**src/common/icd_defs.svh**
```systemverilog
/*
 * Register offsets, field positions, reset values and codes of the input capture block.
 * Assumes inclusion by bare name from the capture and FIFO design files.
 */
`ifndef ICD_DEFS_SVH
`define ICD_DEFS_SVH
`define ICD_OFF_CTRL_ONE 4'h0
`define ICD_OFF_CTRL_TWO 4'h1
`define ICD_OFF_BUF 4'h2
`define ICD_OFF_CTRL_X 4'h3
`define ICD_CTRL_ONE_RST 16'h0000
`define ICD_CTRL_TWO_RST 16'h000d
`define ICD_CTRL_ONE_WMASK 16'h3c67
`define ICD_CTRL_TWO_WMASK 16'h01df
`define ICD_SIDL_BIT 13
`define ICD_TSEL_LSB 10
`define ICD_ICI_LSB 5
`define ICD_OV_BIT 4
`define ICD_BNE_BIT 3
`define ICD_CASC_BIT 8
`define ICD_TRIG_SEL_BIT 7
`define ICD_TRIG_STAT_BIT 6
`define ICD_FIFO_DEPTH 4
`define ICD_SYNC_NONE 5'h00
`define ICD_SYNC_CMP_LO 5'h18
`define ICD_SYNC_CTU 5'h1c
`define ICD_TSEL_SYSCLK 3'h7
`endif

```
**src/common/icd_pkg.sv**
```systemverilog
/*
 * Types for the input capture block.
 * Assumes icd_defs.svh is on the include path.
 */
package icd_pkg;
    typedef enum logic [2:0] {
        ICD_MODE_OFF, ICD_MODE_EVERY, ICD_MODE_FALL, ICD_MODE_RISE,
        ICD_MODE_RISE4, ICD_MODE_RISE16, ICD_MODE_UNUSED, ICD_MODE_WAKE
    } icd_mode_type;
endpackage

```
**src/common/icd_fifo_if.sv**
```systemverilog
/*
 * Push/pop interface between the capture core and its FIFO.
 * Assumes one clock shared by both modules.
 */
`timescale 1ns/1ps
`default_nettype none
interface icd_fifo_if;
    logic push;
    logic [15:0] push_data;
    logic pop;
    logic flush;
    logic [15:0] head;
    logic full;
    logic empty;
    modport owner (output push, push_data, pop, flush, input head, full, empty);
    modport store (input push, push_data, pop, flush, output head, full, empty);
endinterface
`default_nettype wire

```
**src/hdl/icd_capture.sv**
```systemverilog
/*
 * Input capture module with its own 16-bit counter, capture FIFO and cascade.
 * Assumes all inputs synchronous to core_clk_i; time base ticks, sync events and
 * the cascade carry from the odd partner arrive as one-cycle pulses.
 */
// Overview of operation
// - Free-running counter counts up on time base ticks, wrapping FFFFh to 0000h.
// - Each qualifying capture event pushes the present counter value into FIFO, unless it is full and not being read.
// - Synchronous mode captures at once; sync source event resets the counter.
// - Trigger mode holds counter stopped until selected source event arrives.
// - Source zero and trigger clear is free-running; nonzero selects sync or trigger.
// - Source zero with trigger select set waits for software to set trigger status.
// - Cascaded odd module gives low word; its wraps increment the even counter.
// - Cascade acts only when cascade enable is set in both modules.
// - Even module with trigger select clear runs synchronously with the odd module.
// - Synchronous mode holds the module in reset until its own sync source is enabled.
// - Buffer-not-empty bit reads one while FIFO holds a value, hardware cleared.
// - Read-only overflow flag reports that a capture overflow happened.
// - Interrupt after every first to fourth capture for count field 00 to 11; every-edge mode interrupts on each capture.
// - Mode field selects off, every edge, falling, rising, every 4th or 16th rise.
// - Mode 111 makes the pin a rising-edge wake interrupt in Sleep or Idle only.
// - Time base select picks system clock or one of five timers; 101, 110 reserved.
// - Stop-in-idle set halts the module during CPU Idle.
// - Trigger status set by hardware or software; while clear counter held zero.
// - Source field maps codes to compare, capture, timer, comparator, converter sources.
// - Captured values are held in a four-entry FIFO.
`timescale 1ns/1ps
`default_nettype none
`include "icd_defs.svh"
module icd_capture import icd_pkg::*; #(
    parameter int DEPTH = `ICD_FIFO_DEPTH,
    parameter bit ODD_MODULE = 1'b1
) (
    input wire logic core_clk_i,
    input wire logic sys_rst_i,
    input wire logic [3:0] addr_i,
    input wire logic [15:0] wdata_i,
    input wire logic wr_i,
    input wire logic rd_i,
    output logic [15:0] rdata_o,
    input wire logic capture_input_pin_i,
    input wire logic [4:0] timer_tick_i,
    input wire logic [31:0] sync_event_i,
    input wire logic [31:0] sync_enabled_i,
    input wire logic cpu_idle_i,
    input wire logic cpu_sleep_i,
    input wire logic partner_cascade_i,
    input wire logic partner_wrap_i,
    output logic wrap_o,
    output logic cascade_o,
    output logic capture_irq_o,
    output logic [15:0] capture_counter_o
);
    typedef struct packed {
        logic [15:0] ctl1;
        logic [15:0] ctl2;
        logic [15:0] cnt;
        logic pin_q;
        logic [3:0] pre;
        logic [1:0] ici_cnt;
        logic ov;
        logic [15:0] rdata;
        logic irq;
        logic wrap;
    } icd_st_type;
    icd_st_type st, next_st;

    icd_fifo_if fif();
    icd_fifo #(.DEPTH(DEPTH)) u_fifo (
        .core_clk_i(core_clk_i),
        .sys_rst_i(sys_rst_i),
        .fif(fif)
    );

    icd_mode_type mode;
    logic [4:0] src;
    logic trig_sel;
    logic [2:0] tsel;
    logic cascaded;
    logic tick;
    logic src_event;
    logic src_on;
    logic halted;
    logic rise;
    logic fall;
    logic edge_hit;
    logic cap_ev;
    logic held;
    logic run;
    logic rd_buf;
    logic wr1;
    logic wr2;
    logic sync_mode;
    logic trig_mode;

    assign mode = icd_mode_type'(st.ctl1[2:0]);
    assign src = st.ctl2[4:0];
    assign tsel = st.ctl1[`ICD_TSEL_LSB +: 3];
    assign cascaded = st.ctl2[`ICD_CASC_BIT] && partner_cascade_i;
    // Even half of a pair ignores its trigger select and follows the odd half's sync
    assign trig_sel = st.ctl2[`ICD_TRIG_SEL_BIT] && !(cascaded && !ODD_MODULE);
    assign sync_mode = (src != `ICD_SYNC_NONE) && !trig_sel;
    assign trig_mode = trig_sel;
    assign src_event = sync_event_i[src] && (src != `ICD_SYNC_NONE);
    assign src_on = sync_enabled_i[src];
    assign halted = (mode == ICD_MODE_OFF) || (mode == ICD_MODE_UNUSED)
        || (st.ctl1[`ICD_SIDL_BIT] && cpu_idle_i);
    // Time base: codes 0..4 are Timer3,2,4,5,1; 7 is the core clock; 5,6 stall
    always_comb begin
        unique case (tsel)
            3'h0: tick = timer_tick_i[2];
            3'h1: tick = timer_tick_i[1];
            3'h2: tick = timer_tick_i[3];
            3'h3: tick = timer_tick_i[4];
            3'h4: tick = timer_tick_i[0];
            3'h7: tick = 1'b1;
            default: tick = 1'b0;
        endcase
    end
    // Synchronous mode waits for its source to be enabled
    assign held = sync_mode && !src_on;
    assign run = !halted && !held && (!trig_mode || st.ctl2[`ICD_TRIG_STAT_BIT]);
    assign rise = capture_input_pin_i && !st.pin_q;
    assign fall = !capture_input_pin_i && st.pin_q;
    always_comb begin
        unique case (mode)
            ICD_MODE_EVERY: edge_hit = rise || fall;
            ICD_MODE_FALL: edge_hit = fall;
            ICD_MODE_RISE, ICD_MODE_RISE4, ICD_MODE_RISE16: edge_hit = rise;
            default: edge_hit = 1'b0;
        endcase
    end
    assign rd_buf = rd_i && (addr_i == `ICD_OFF_BUF);
    assign wr1 = wr_i && (addr_i == `ICD_OFF_CTRL_ONE);
    assign wr2 = wr_i && (addr_i == `ICD_OFF_CTRL_TWO);

    always_comb begin
        next_st = st;
        cap_ev = 1'b0;
        next_st.pin_q = capture_input_pin_i;
        next_st.irq = 1'b0;
        next_st.wrap = 1'b0;
        if (wr1) begin
            next_st.ctl1 = (wdata_i & `ICD_CTRL_ONE_WMASK)
                | (st.ctl1 & ~`ICD_CTRL_ONE_WMASK);
            next_st.pre = '0;
            next_st.ici_cnt = '0;
        end
        if (wr2) begin
            // Software may set trigger status but a written zero disarms it
            next_st.ctl2 = (wdata_i & `ICD_CTRL_TWO_WMASK)
                | (st.ctl2 & ~`ICD_CTRL_TWO_WMASK);
        end
        if (trig_mode && src_event && !held) begin
            next_st.ctl2[`ICD_TRIG_STAT_BIT] = 1'b1;
        end
        if (mode == ICD_MODE_WAKE) begin
            next_st.irq = rise && (cpu_sleep_i || cpu_idle_i);
        end else if (!run) begin
            if (held || (trig_mode && !st.ctl2[`ICD_TRIG_STAT_BIT])) begin
                next_st.cnt = '0;
            end
        end else begin
            if (sync_mode && src_event) begin
                next_st.cnt = '0;
            end else if (cascaded && !ODD_MODULE) begin
                next_st.cnt = st.cnt + 16'(partner_wrap_i);
            end else if (tick) begin
                next_st.cnt = st.cnt + 16'h0001;
                next_st.wrap = (st.cnt == 16'hffff);
            end
            if (edge_hit) begin
                unique case (mode)
                    ICD_MODE_RISE4: begin
                        next_st.pre = (st.pre[1:0] == 2'h3) ? 4'h0 : st.pre + 4'h1;
                        cap_ev = (st.pre[1:0] == 2'h3);
                    end
                    ICD_MODE_RISE16: begin
                        next_st.pre = st.pre + 4'h1;
                        cap_ev = (st.pre == 4'hf);
                    end
                    default: cap_ev = 1'b1;
                endcase
            end
            if (cap_ev) begin
                if (mode == ICD_MODE_EVERY) begin
                    next_st.irq = 1'b1;
                end else begin
                    next_st.ici_cnt = (st.ici_cnt == st.ctl1[`ICD_ICI_LSB +: 2])
                        ? 2'h0 : st.ici_cnt + 2'h1;
                    next_st.irq = (st.ici_cnt == st.ctl1[`ICD_ICI_LSB +: 2]);
                end
                if (fif.full && !rd_buf) next_st.ov = 1'b1;
            end
        end
        // Overflow holds until the FIFO drains; the set wins over the clear
        if (fif.empty && !(cap_ev && fif.full)) next_st.ov = 1'b0;
        if (mode == ICD_MODE_OFF) next_st.ov = 1'b0;
        unique case (addr_i)
            `ICD_OFF_CTRL_ONE: next_st.rdata = {st.ctl1[15:5], st.ov, !fif.empty,
                st.ctl1[2:0]};
            `ICD_OFF_CTRL_TWO: next_st.rdata = st.ctl2;
            `ICD_OFF_BUF: next_st.rdata = fif.empty ? 16'h0000 : fif.head;
            `ICD_OFF_CTRL_X: next_st.rdata = st.cnt;
            default: next_st.rdata = 16'h0000;
        endcase
        if (!rd_i) next_st.rdata = 16'h0000;
    end

    // A capture pushes while a read pops in the same cycle, so full never drops a capture made during a read
    assign fif.push = cap_ev && (!fif.full || rd_buf);
    assign fif.push_data = st.cnt;
    assign fif.pop = rd_buf && !fif.empty;
    assign fif.flush = (mode == ICD_MODE_OFF);

    always_ff @(posedge core_clk_i or posedge sys_rst_i) begin
        if (sys_rst_i) begin
            st <= '0;
            st.ctl1 <= `ICD_CTRL_ONE_RST;
            st.ctl2 <= `ICD_CTRL_TWO_RST;
        end else begin
            st <= next_st;
        end
    end

    assign rdata_o = st.rdata;
    assign capture_irq_o = st.irq;
    assign wrap_o = st.wrap;
    assign cascade_o = st.ctl2[`ICD_CASC_BIT];
    assign capture_counter_o = st.cnt;

    a_wrap_to_zero: assert property (@(posedge core_clk_i) disable iff (sys_rst_i)
        wrap_o |-> capture_counter_o == 16'h0000)
        else $error("counter did not wrap to zero");
    a_capture_pushes: assert property (@(posedge core_clk_i) disable iff (sys_rst_i)
        (cap_ev && !fif.full) |=> !fif.empty)
        else $error("capture not stored");
    a_sync_reset: assert property (@(posedge core_clk_i) disable iff (sys_rst_i)
        (run && sync_mode && src_event && !wr1 && !wr2) |=> capture_counter_o == 16'h0000)
        else $error("sync event did not clear counter");
    a_trig_stopped: assert property (@(posedge core_clk_i) disable iff (sys_rst_i)
        (trig_mode && !st.ctl2[`ICD_TRIG_STAT_BIT] && mode != ICD_MODE_WAKE)
        |=> capture_counter_o == 16'h0000)
        else $error("counter ran before trigger");
    a_bne_tracks: assert property (@(posedge core_clk_i) disable iff (sys_rst_i)
        (rd_i && addr_i == `ICD_OFF_CTRL_ONE) |=> rdata_o[`ICD_BNE_BIT] == !$past(fif.empty))
        else $error("buffer flag wrong");
    a_ov_on_full: assert property (@(posedge core_clk_i) disable iff (sys_rst_i)
        (cap_ev && fif.full && !rd_buf) |=> st.ov)
        else $error("overflow not flagged");
    a_held_sync: assert property (@(posedge core_clk_i) disable iff (sys_rst_i)
        (held && mode != ICD_MODE_WAKE) |=> capture_counter_o == 16'h0000)
        else $error("counter ran before sync source enabled");
    a_idle_halt: assert property (@(posedge core_clk_i) disable iff (sys_rst_i)
        (st.ctl1[`ICD_SIDL_BIT] && cpu_idle_i && !wr1 && !wr2)
        |=> $stable(capture_counter_o) && !fif.push)
        else $error("module ran in idle");
    a_every_edge_irq: assert property (@(posedge core_clk_i) disable iff (sys_rst_i)
        (cap_ev && mode == ICD_MODE_EVERY) |=> capture_irq_o)
        else $error("edge mode missed interrupt");
endmodule
`default_nettype wire

```
**src/hdl/icd_fifo.sv**
```systemverilog
/*
 * Four-entry capture value store.
 * Assumes the owner never pops while empty; push while full is dropped unless a pop
 * in the same cycle frees the slot.
 */
`timescale 1ns/1ps
`default_nettype none
`include "icd_defs.svh"
module icd_fifo import icd_pkg::*; #(
    parameter int DEPTH = `ICD_FIFO_DEPTH
) (
    input wire logic core_clk_i,
    input wire logic sys_rst_i,
    icd_fifo_if.store fif
);
    localparam int AW = $clog2(DEPTH);
    typedef struct packed {
        logic [AW-1:0] rd;
        logic [AW-1:0] wr;
        logic [AW:0] cnt;
    } icd_fst_type;
    icd_fst_type st, next_st;
    logic [15:0] mem [DEPTH];
    logic do_push;
    logic do_pop;

    assign do_pop = fif.pop && (st.cnt != '0);
    // A pop in the same cycle frees the head slot, so a capture into a full store is kept
    assign do_push = fif.push && ((st.cnt != (AW+1)'(DEPTH)) || do_pop);
    assign fif.full = (st.cnt == (AW+1)'(DEPTH));
    assign fif.empty = (st.cnt == '0);
    assign fif.head = mem[st.rd];

    always_comb begin
        next_st = st;
        if (fif.flush) begin
            next_st = '0;
        end else begin
            if (do_push) next_st.wr = st.wr + 1'b1;
            if (do_pop) next_st.rd = st.rd + 1'b1;
            next_st.cnt = st.cnt + (AW+1)'(do_push) - (AW+1)'(do_pop);
        end
    end

    always_ff @(posedge core_clk_i or posedge sys_rst_i) begin
        if (sys_rst_i) st <= '0;
        else st <= next_st;
    end

    always_ff @(posedge core_clk_i) begin
        if (do_push && !fif.flush) mem[st.wr] <= fif.push_data;
    end
endmodule
`default_nettype wire

```
**config.mk**
```make
export PLATFORM = sky130hd
export DESIGN_NAME = icd_capture
export DESIGN_NICKNAME = d
export VERILOG_FILES = /design/src/common/icd_pkg.sv /design/src/common/icd_fifo_if.sv /design/src/hdl/icd_capture.sv /design/src/hdl/icd_fifo.sv
export VERILOG_INCLUDE_DIRS = /design/src /design/src/common
export SDC_FILE = /design/constraint.sdc
export NUM_CORES = 1
export LEC_CHECK = 0
export BUFFER_PORTS_ARGS = -buffer_cell sky130_fd_sc_hd__buf_2
export CAP_MARGIN = 0
export CORE_MARGIN = 2
export CORE_UTILIZATION = 23
export CTS_CLUSTER_SIZE = 16
export DETAILED_ROUTE_END_ITERATION = 6
export PLACE_DENSITY = 0.5
export SYNTH_ARGS = -nofsm -noshare
export SYNTH_HDL_FRONTEND = slang
export SYNTH_SLANG_ARGS = --single-unit
```
**constraint.sdc**
```tcl
create_clock -name core_clk_i -period 3.6 [get_ports core_clk_i]
set_clock_uncertainty 0.15 [all_clocks]
set_input_delay 0.54 -clock core_clk_i [delete_from_list [all_inputs] [get_ports core_clk_i]]
set_output_delay 0.54 -clock core_clk_i [all_outputs]
set_load 0.005 [all_outputs]
```
Yosys cells after proc, flatten, opt, wreduce, memory -nomap -nowiden
Memories as Yosys holds them, arrays and structs flattened.
Cells that the tools add are included.
W data, S select, Z words.
- register bits after elaboration: 81
- bits in latches: 0
- RAM bits: 64
- memory bits (read-only): 0
- memories: 1
- $add $sub $neg: 7
- multipliers: 0
- div/mod/pow operators: 0
- $lt $le $gt $ge: 1
- eq/ne operators: 23
- shifts and indexed selects: 0
- muxes and demuxes: 45
- bitwise logic cells: 3
- reductions and logical operators: 60
- memory list (memory ; depth ; width ; rd ports ; clocked after Yosys merged registers in ; wr ports ; RTL line ; RTL):
    u_fifo.mem ; 4 ; 16 ; 1 ; 0 ; 1 ; icd_fifo.sv:23 ; logic [15:0] mem [DEPTH];
- operators by type and width (kind ; number):
    $mux W16 ; 6
    $pmux W16 S4 ; 1
    $mux W7 ; 4
    $logic_and A1 B1 Y1 ; 24
    $eq A3 B3 Y1 const B ; 7
    $mux W1 ; 19
    $add A16 B1 Y16 const B ; 1
    $eq A16 B16 Y1 const B ; 1
    $or A14 B16 Y16 ; 1
    $or A9 B16 Y16 ; 1
    $eq A3 B2 Y1 const B ; 4
    $logic_not A1 Y1 ; 12
    $reduce_bool A3 Y1 ; 4
    $bmux W1 S5 ; 2
    $mux W2 ; 5
    $logic_not A3 Y1 ; 3
    $eq A4 B2 Y1 const B ; 2
    $logic_or A1 B1 Y1 ; 8
    $mux W4 ; 2
    $pmux W4 S2 ; 1
    $reduce_bool A2 Y1 ; 4
    $add A2 B1 Y2 const B ; 3
    $eq A3 B1 Y1 const B ; 2
    $lt A5 B6 Y1 const B ; 1
    other kinds (21) ; 21

Longest topological paths before layout
- depth in word-level cells: 16
- depth in mapped cells: 13

Hierarchy
Synthesis repeated with hierarchy kept, for this count alone.
- cells, all modules: 541
- area, all modules: 6782.8 µm²
- modules (own cells, without submodules) (module ; times used ; cells an instance ; area each (µm²)):
    icd_capture ; 1 ; 411 ; 3988.8
    icd_fifo ; 1 ; 130 ; 2793.9

Worst setup path after synthesis
No wires, ideal clock.
- path type: flip-flop to flip-flop
- start: register st, in the netlist src[0]
- end: register u_fifo.st[2] (netlist name)
- setup time: 0.146 ns
- arrival: 2.700 ns
- path slack: 0.604 ns
- stages on the path, launching flop included: 13
- buffers on the path: 1
- clock period less this slack: 2.996 ns
- cells stage by stage: dfstp_2 > buf_6 > mux4_2 > mux2i_1 > nor3_1 > o211ai_2 > nand3b_1 > a21oi_4 > ha_1 > fa_1 > xnor2_1 > xnor2_1 > nor2_1
- RTL lines (item ; RTL line ; RTL):
    start: declaration ; icd_capture.sv:66 ; icd_st_type st, next_st;
    start signal: assignment ; icd_capture.sv:222 ; st <= next_st;
    end signal: assignment ; icd_fifo.sv:47 ; else st <= next_st;
    end: declaration ; icd_fifo.sv:22 ; icd_fst_type st, next_st;

==> key figures <==
Pwr
  – Clock power share: 0.364
  – Switching share of power: 0.3047
  – Pwr Density: approximately 550 nW/um^2
  – Share of power burned in registers: 0.413
  – Overall power: 4.567 mW
  – Pint: 3.176 mW
  – Comb power frac: 0.223
  – LEAKAGE: approximately 3.4 nW
  – Switch Pwr: 1.392 mW
  – Max VDD drop: 0.3052 mV

Run
  – Max cap viols: 0

Critical path
  – Cell Chain, Critical Path: mux4_2 -> mux2i_1 -> nor3_1 -> o211ai_2 -> nand3b_1 -> a21oi_4 -> ha_1 -> fa_1 -> xnor2_1 -> xnor2_1 -> nor2_1
  – Most used cell, CP: xnor2_1
  – Critical Path RT: 3.75 ns
  – Crit-path max cell delay: roughly 0.7 ns
  – Slowest stage cell, crit path: dfstp_2
  – Class of the most critical setup path: reg2reg
  – CP max FO: 11
  – Worst endpoint data arrival time: 3.42 ns
  – CP startpoint kind: register
  – Worst Setup End Kind: register

Synthesis
  – Top FF cell, synth: edfxtp_1
  – Synth Area in Compound Gates: 0.1053
  – Mean post-synth cell area: roughly 12 um^2
  – Largest family of logic cells by synthesized area: multiplexers
  – Post-synthesis simple-gate area fraction: 0.1187
  – Multiplexer area fraction after synthesis: 0.1485
  – Post-synthesis adder-cell area fraction: 0.02312
  – Post-synthesis sequential area ratio: 0.5247
  – Synth Instances: roughly 550
  – Netlist cell types: between 60 and 70
  – Post-synth EDFFs: 64
  – #FFs+latches synth: 130
  – Syn_nets: 658
  – Mapped Area: 6818 um^2
  – Synth warn: 0
  – Synth Area in XOR/XNOR: 0.01028
  – Async SR Flop Fraction: 0.5077

Drt
  – Routed Antenna Nets: 0
  – Iteration-0 DRC Markers: 201
  – Vias per std cell: 4.414
  – Vias: 4670
  – First-pass detailed-route iteration total: 4
  – Drc violations: 0
  – Routed WL: 18270 um
  – Routed len/inst: about 17 um

STA
  – Final TNS setup: 0 ns
  – Final hold violation count: 0
  – Slew Viols, Final: 0
  – Relative slew slack: 0.4309
  – Unrepaired setup endpoints after global routing: false
  – Worst hold slack: 0.1152 ns
  – Finish-stage setup viols: 0
  – Final min period: 3.265 ns
  – Post-route worst setup slack: approximately 0.34 ns
  – Final Cycle Share: 0.9068
  – Max Clk Rate: 0.3063 GHz
  – Worst Max-Slew Pin Slew: 0.8523 ns

Clock network
  – CTS Buf Count: 17
  – # resized after CTS: 0
  – CTS tree: built
  – H-Tree Depth: 4
  – Root Buffer: clkbuf_16
  – Post-CTS setup repair buffer count: 0
  – Clock-pin slew on the worst setup and hold paths: roughly 0.060 ns
  – Clk sink count: 130
  – Skew-Pair Late Insertion Delay: about 0.41 ns
  – Post-CTS Hold Buffers: 0
  – Clock Tree Buf Depth: 2

Floorplanning
  – Chip height: 176.2 um
  – Initial core utilization: 0.2319
  – Core area: between 20000 and 30000 um^2
  – Die area: a little over 30000 um^2
  – Ports: 133
  – Die W: 176.2 um
  – Num rows: 63

Cells and area
  – Layout Cell Area excl Fill: 8235 um^2
  – Area Overhead vs Synth: 20.79%
  – Share of cells above drive strength 1: 0.3518
  – Non-filler cells, final: 1058
  – Final #Nets: 765
  – Number of diodes: 0
  – # fillers: 3048
  – Post-layout util: 0.2801

Global routing
  – Number of global-route vias before repair: 4649
  – GRT overflow: 0
  – Initial antenna violation count: 0
  – First-pass GRT wire length: 27760 um
  – Largest net degree at the start of global routing: 37
  – Total GRT Usage: 0.1199

Placement
  – Port buffer count: 127
  – Post-Place Cells: 1026
  – Placed inst area: between 7000 and 8000 um^2
  – DP Worst Slack: 0.3339 ns
  – Post-DP HPWL: approximately 13000 um
  – Routability Congestion: 0.7705

Min path
  – Min-delay worst type: in2reg

Outcome
  – Status: completed
==> cells in the mapped netlist, types with 7 or more instances <==
master	number	area share
nor2_1	43	0.024
dfrtp_1	63	0.23
ha_1	11	0.020
clkbuf_1	11	0.0061
mux2i_1	28	0.041
edfxtp_1	64	0.28
inv_1	16	0.0088
a21oi_1	11	0.0081
o21ai_0	8	0.0059
nand2_1	46	0.025
a221oi_1	7	0.0090
nor2b_1	11	0.010
nand3_1	10	0.0073
mux2_2	22	0.036
mux4_2	21	0.069
buf_4	35	0.039
nor3_1	19	0.014
a221o_1	10	0.015
a22oi_1	9	0.0099
and2_1	8	0.0073
==> kinds of logic after synthesis <==
| family | Yosys count |
|---|---|
| AOI/OAI and AO/OA | 88 |
| xor gates and xnor gates | 8 |
| adders and majority gates | 12 |
| buffers and inverters | 74 |
| DFF | 130 |
| muxes | 72 |
| and+or+nand+nor | 164 |
==> state kept, by name, summed over array words and instances, names as in the netlist <==
signal and count:
u_fifo.mem 64, capture_counter_o 16, rdata_o 16, st 16
u_fifo.st 7, src 5, mode 3, capture_irq_o 1
cascade_o 1, wrap_o 1
==> cell type report <==
| cell class | count | area (um^2) | area share |
|---|---|---|---|
| clock buffer | 19 | 432.9 | 0.05257 |
| clock inverter | 13 | 131.4 | 0.01595 |
| inverter | 16 | 60.06 | 0.007293 |
| multi-input combinational | 344 | 2768 | 0.3361 |
| sequential | 130 | 3577 | 0.4344 |
| tap | 390 | 488.0 | 0.05925 |
| timing repair buffer | 146 | 778.2 | 0.09450 |
==> final timing paths <==
| check | from | endpoint | slack [ns] | cells after the start |
|---|---|---|---|---|
| setup / recovery | src[0] | u_fifo.st[2] | 0.34 | 11 |
| hold / removal | capture_input_pin_i | st[25] | 0.12 | 1 |
| setup reg to reg | src[0] | u_fifo.st[2] | 0.34 | 11 |
| hold reg to reg | st[21] | st[21] | 0.37 | 1 |
| max in group asynchronous | sys_rst_i | u_fifo.st[3] | 2.38 | 3 |
| min in group asynchronous | sys_rst_i | st[69] | 0.15 | 2 |
==> per-layer routing <==
metal / routed length (um) / global-route usage / vias up / part of all wire
met2: 8683 / 0.1992 / 147 / 0.48
met3: 1540 / 0.04457 / 14 / 0.084
met4: 175 / 0.03202 / 0 / 0.0096
met1: 7866 / 0.1464 / 2282 / 0.43
met5: 0 / 0 / - / 0
li1: - / - / 2227 / -
==> cell usage in the layout (no fill, tap or decap), types with 3 or more instances in the layout <==
cell         n
buf_2      127
edfxtp_1    64
dfrtp_1     63
nand2_1     46
nor2_1      43
mux2i_1     28
mux2_2      22
mux4_2      21
nor3_1      19
buf_4       19
clkbuf_16   17
inv_1       15
nor2b_1     11
a21oi_1     11
ha_1        11
nand3_1     10
a221o_1     10
a22oi_1      9
and2_1       8
o21ai_0      8
a221oi_1     7
xnor2_1      6
nand2b_1     6
a211oi_1     6
a32oi_1      5
a21o_1       4
and3_1       4
clkinv_2     4
inv_4        4
o221ai_1     3
o22ai_1      3
or3_1        3
dfstp_2      3
==> power by group through the flow <==
| stage | Clock [mW] | Sequential [mW] | Combinational, mW |
|---|---|---|---|
| 5_1_grt | 1.77 | 1.91 | 1.14 |
| 6_report | 1.66 | 1.89 | 1.02 |
| 3_3_place_gp | 0 | 1.92 | 1.03 |
| 3_5_place_dp | 0 | 1.92 | 1.03 |
| 2_1_floorplan | 0 | 1.80 | 0.868 |
| 4_1_cts | 1.70 | 1.89 | 1.04 |
==> critical path, delay by kind of cell (launching register included) <==
family	cells	cell delay, ns
compound gates	2	0.28
xor+xnor	2	0.32
fa+ha+maj	2	0.58
flops	1	0.70
mux	2	0.70
simple gates	3	0.39
No activity file was read; power rests on OpenSTA's default activity.
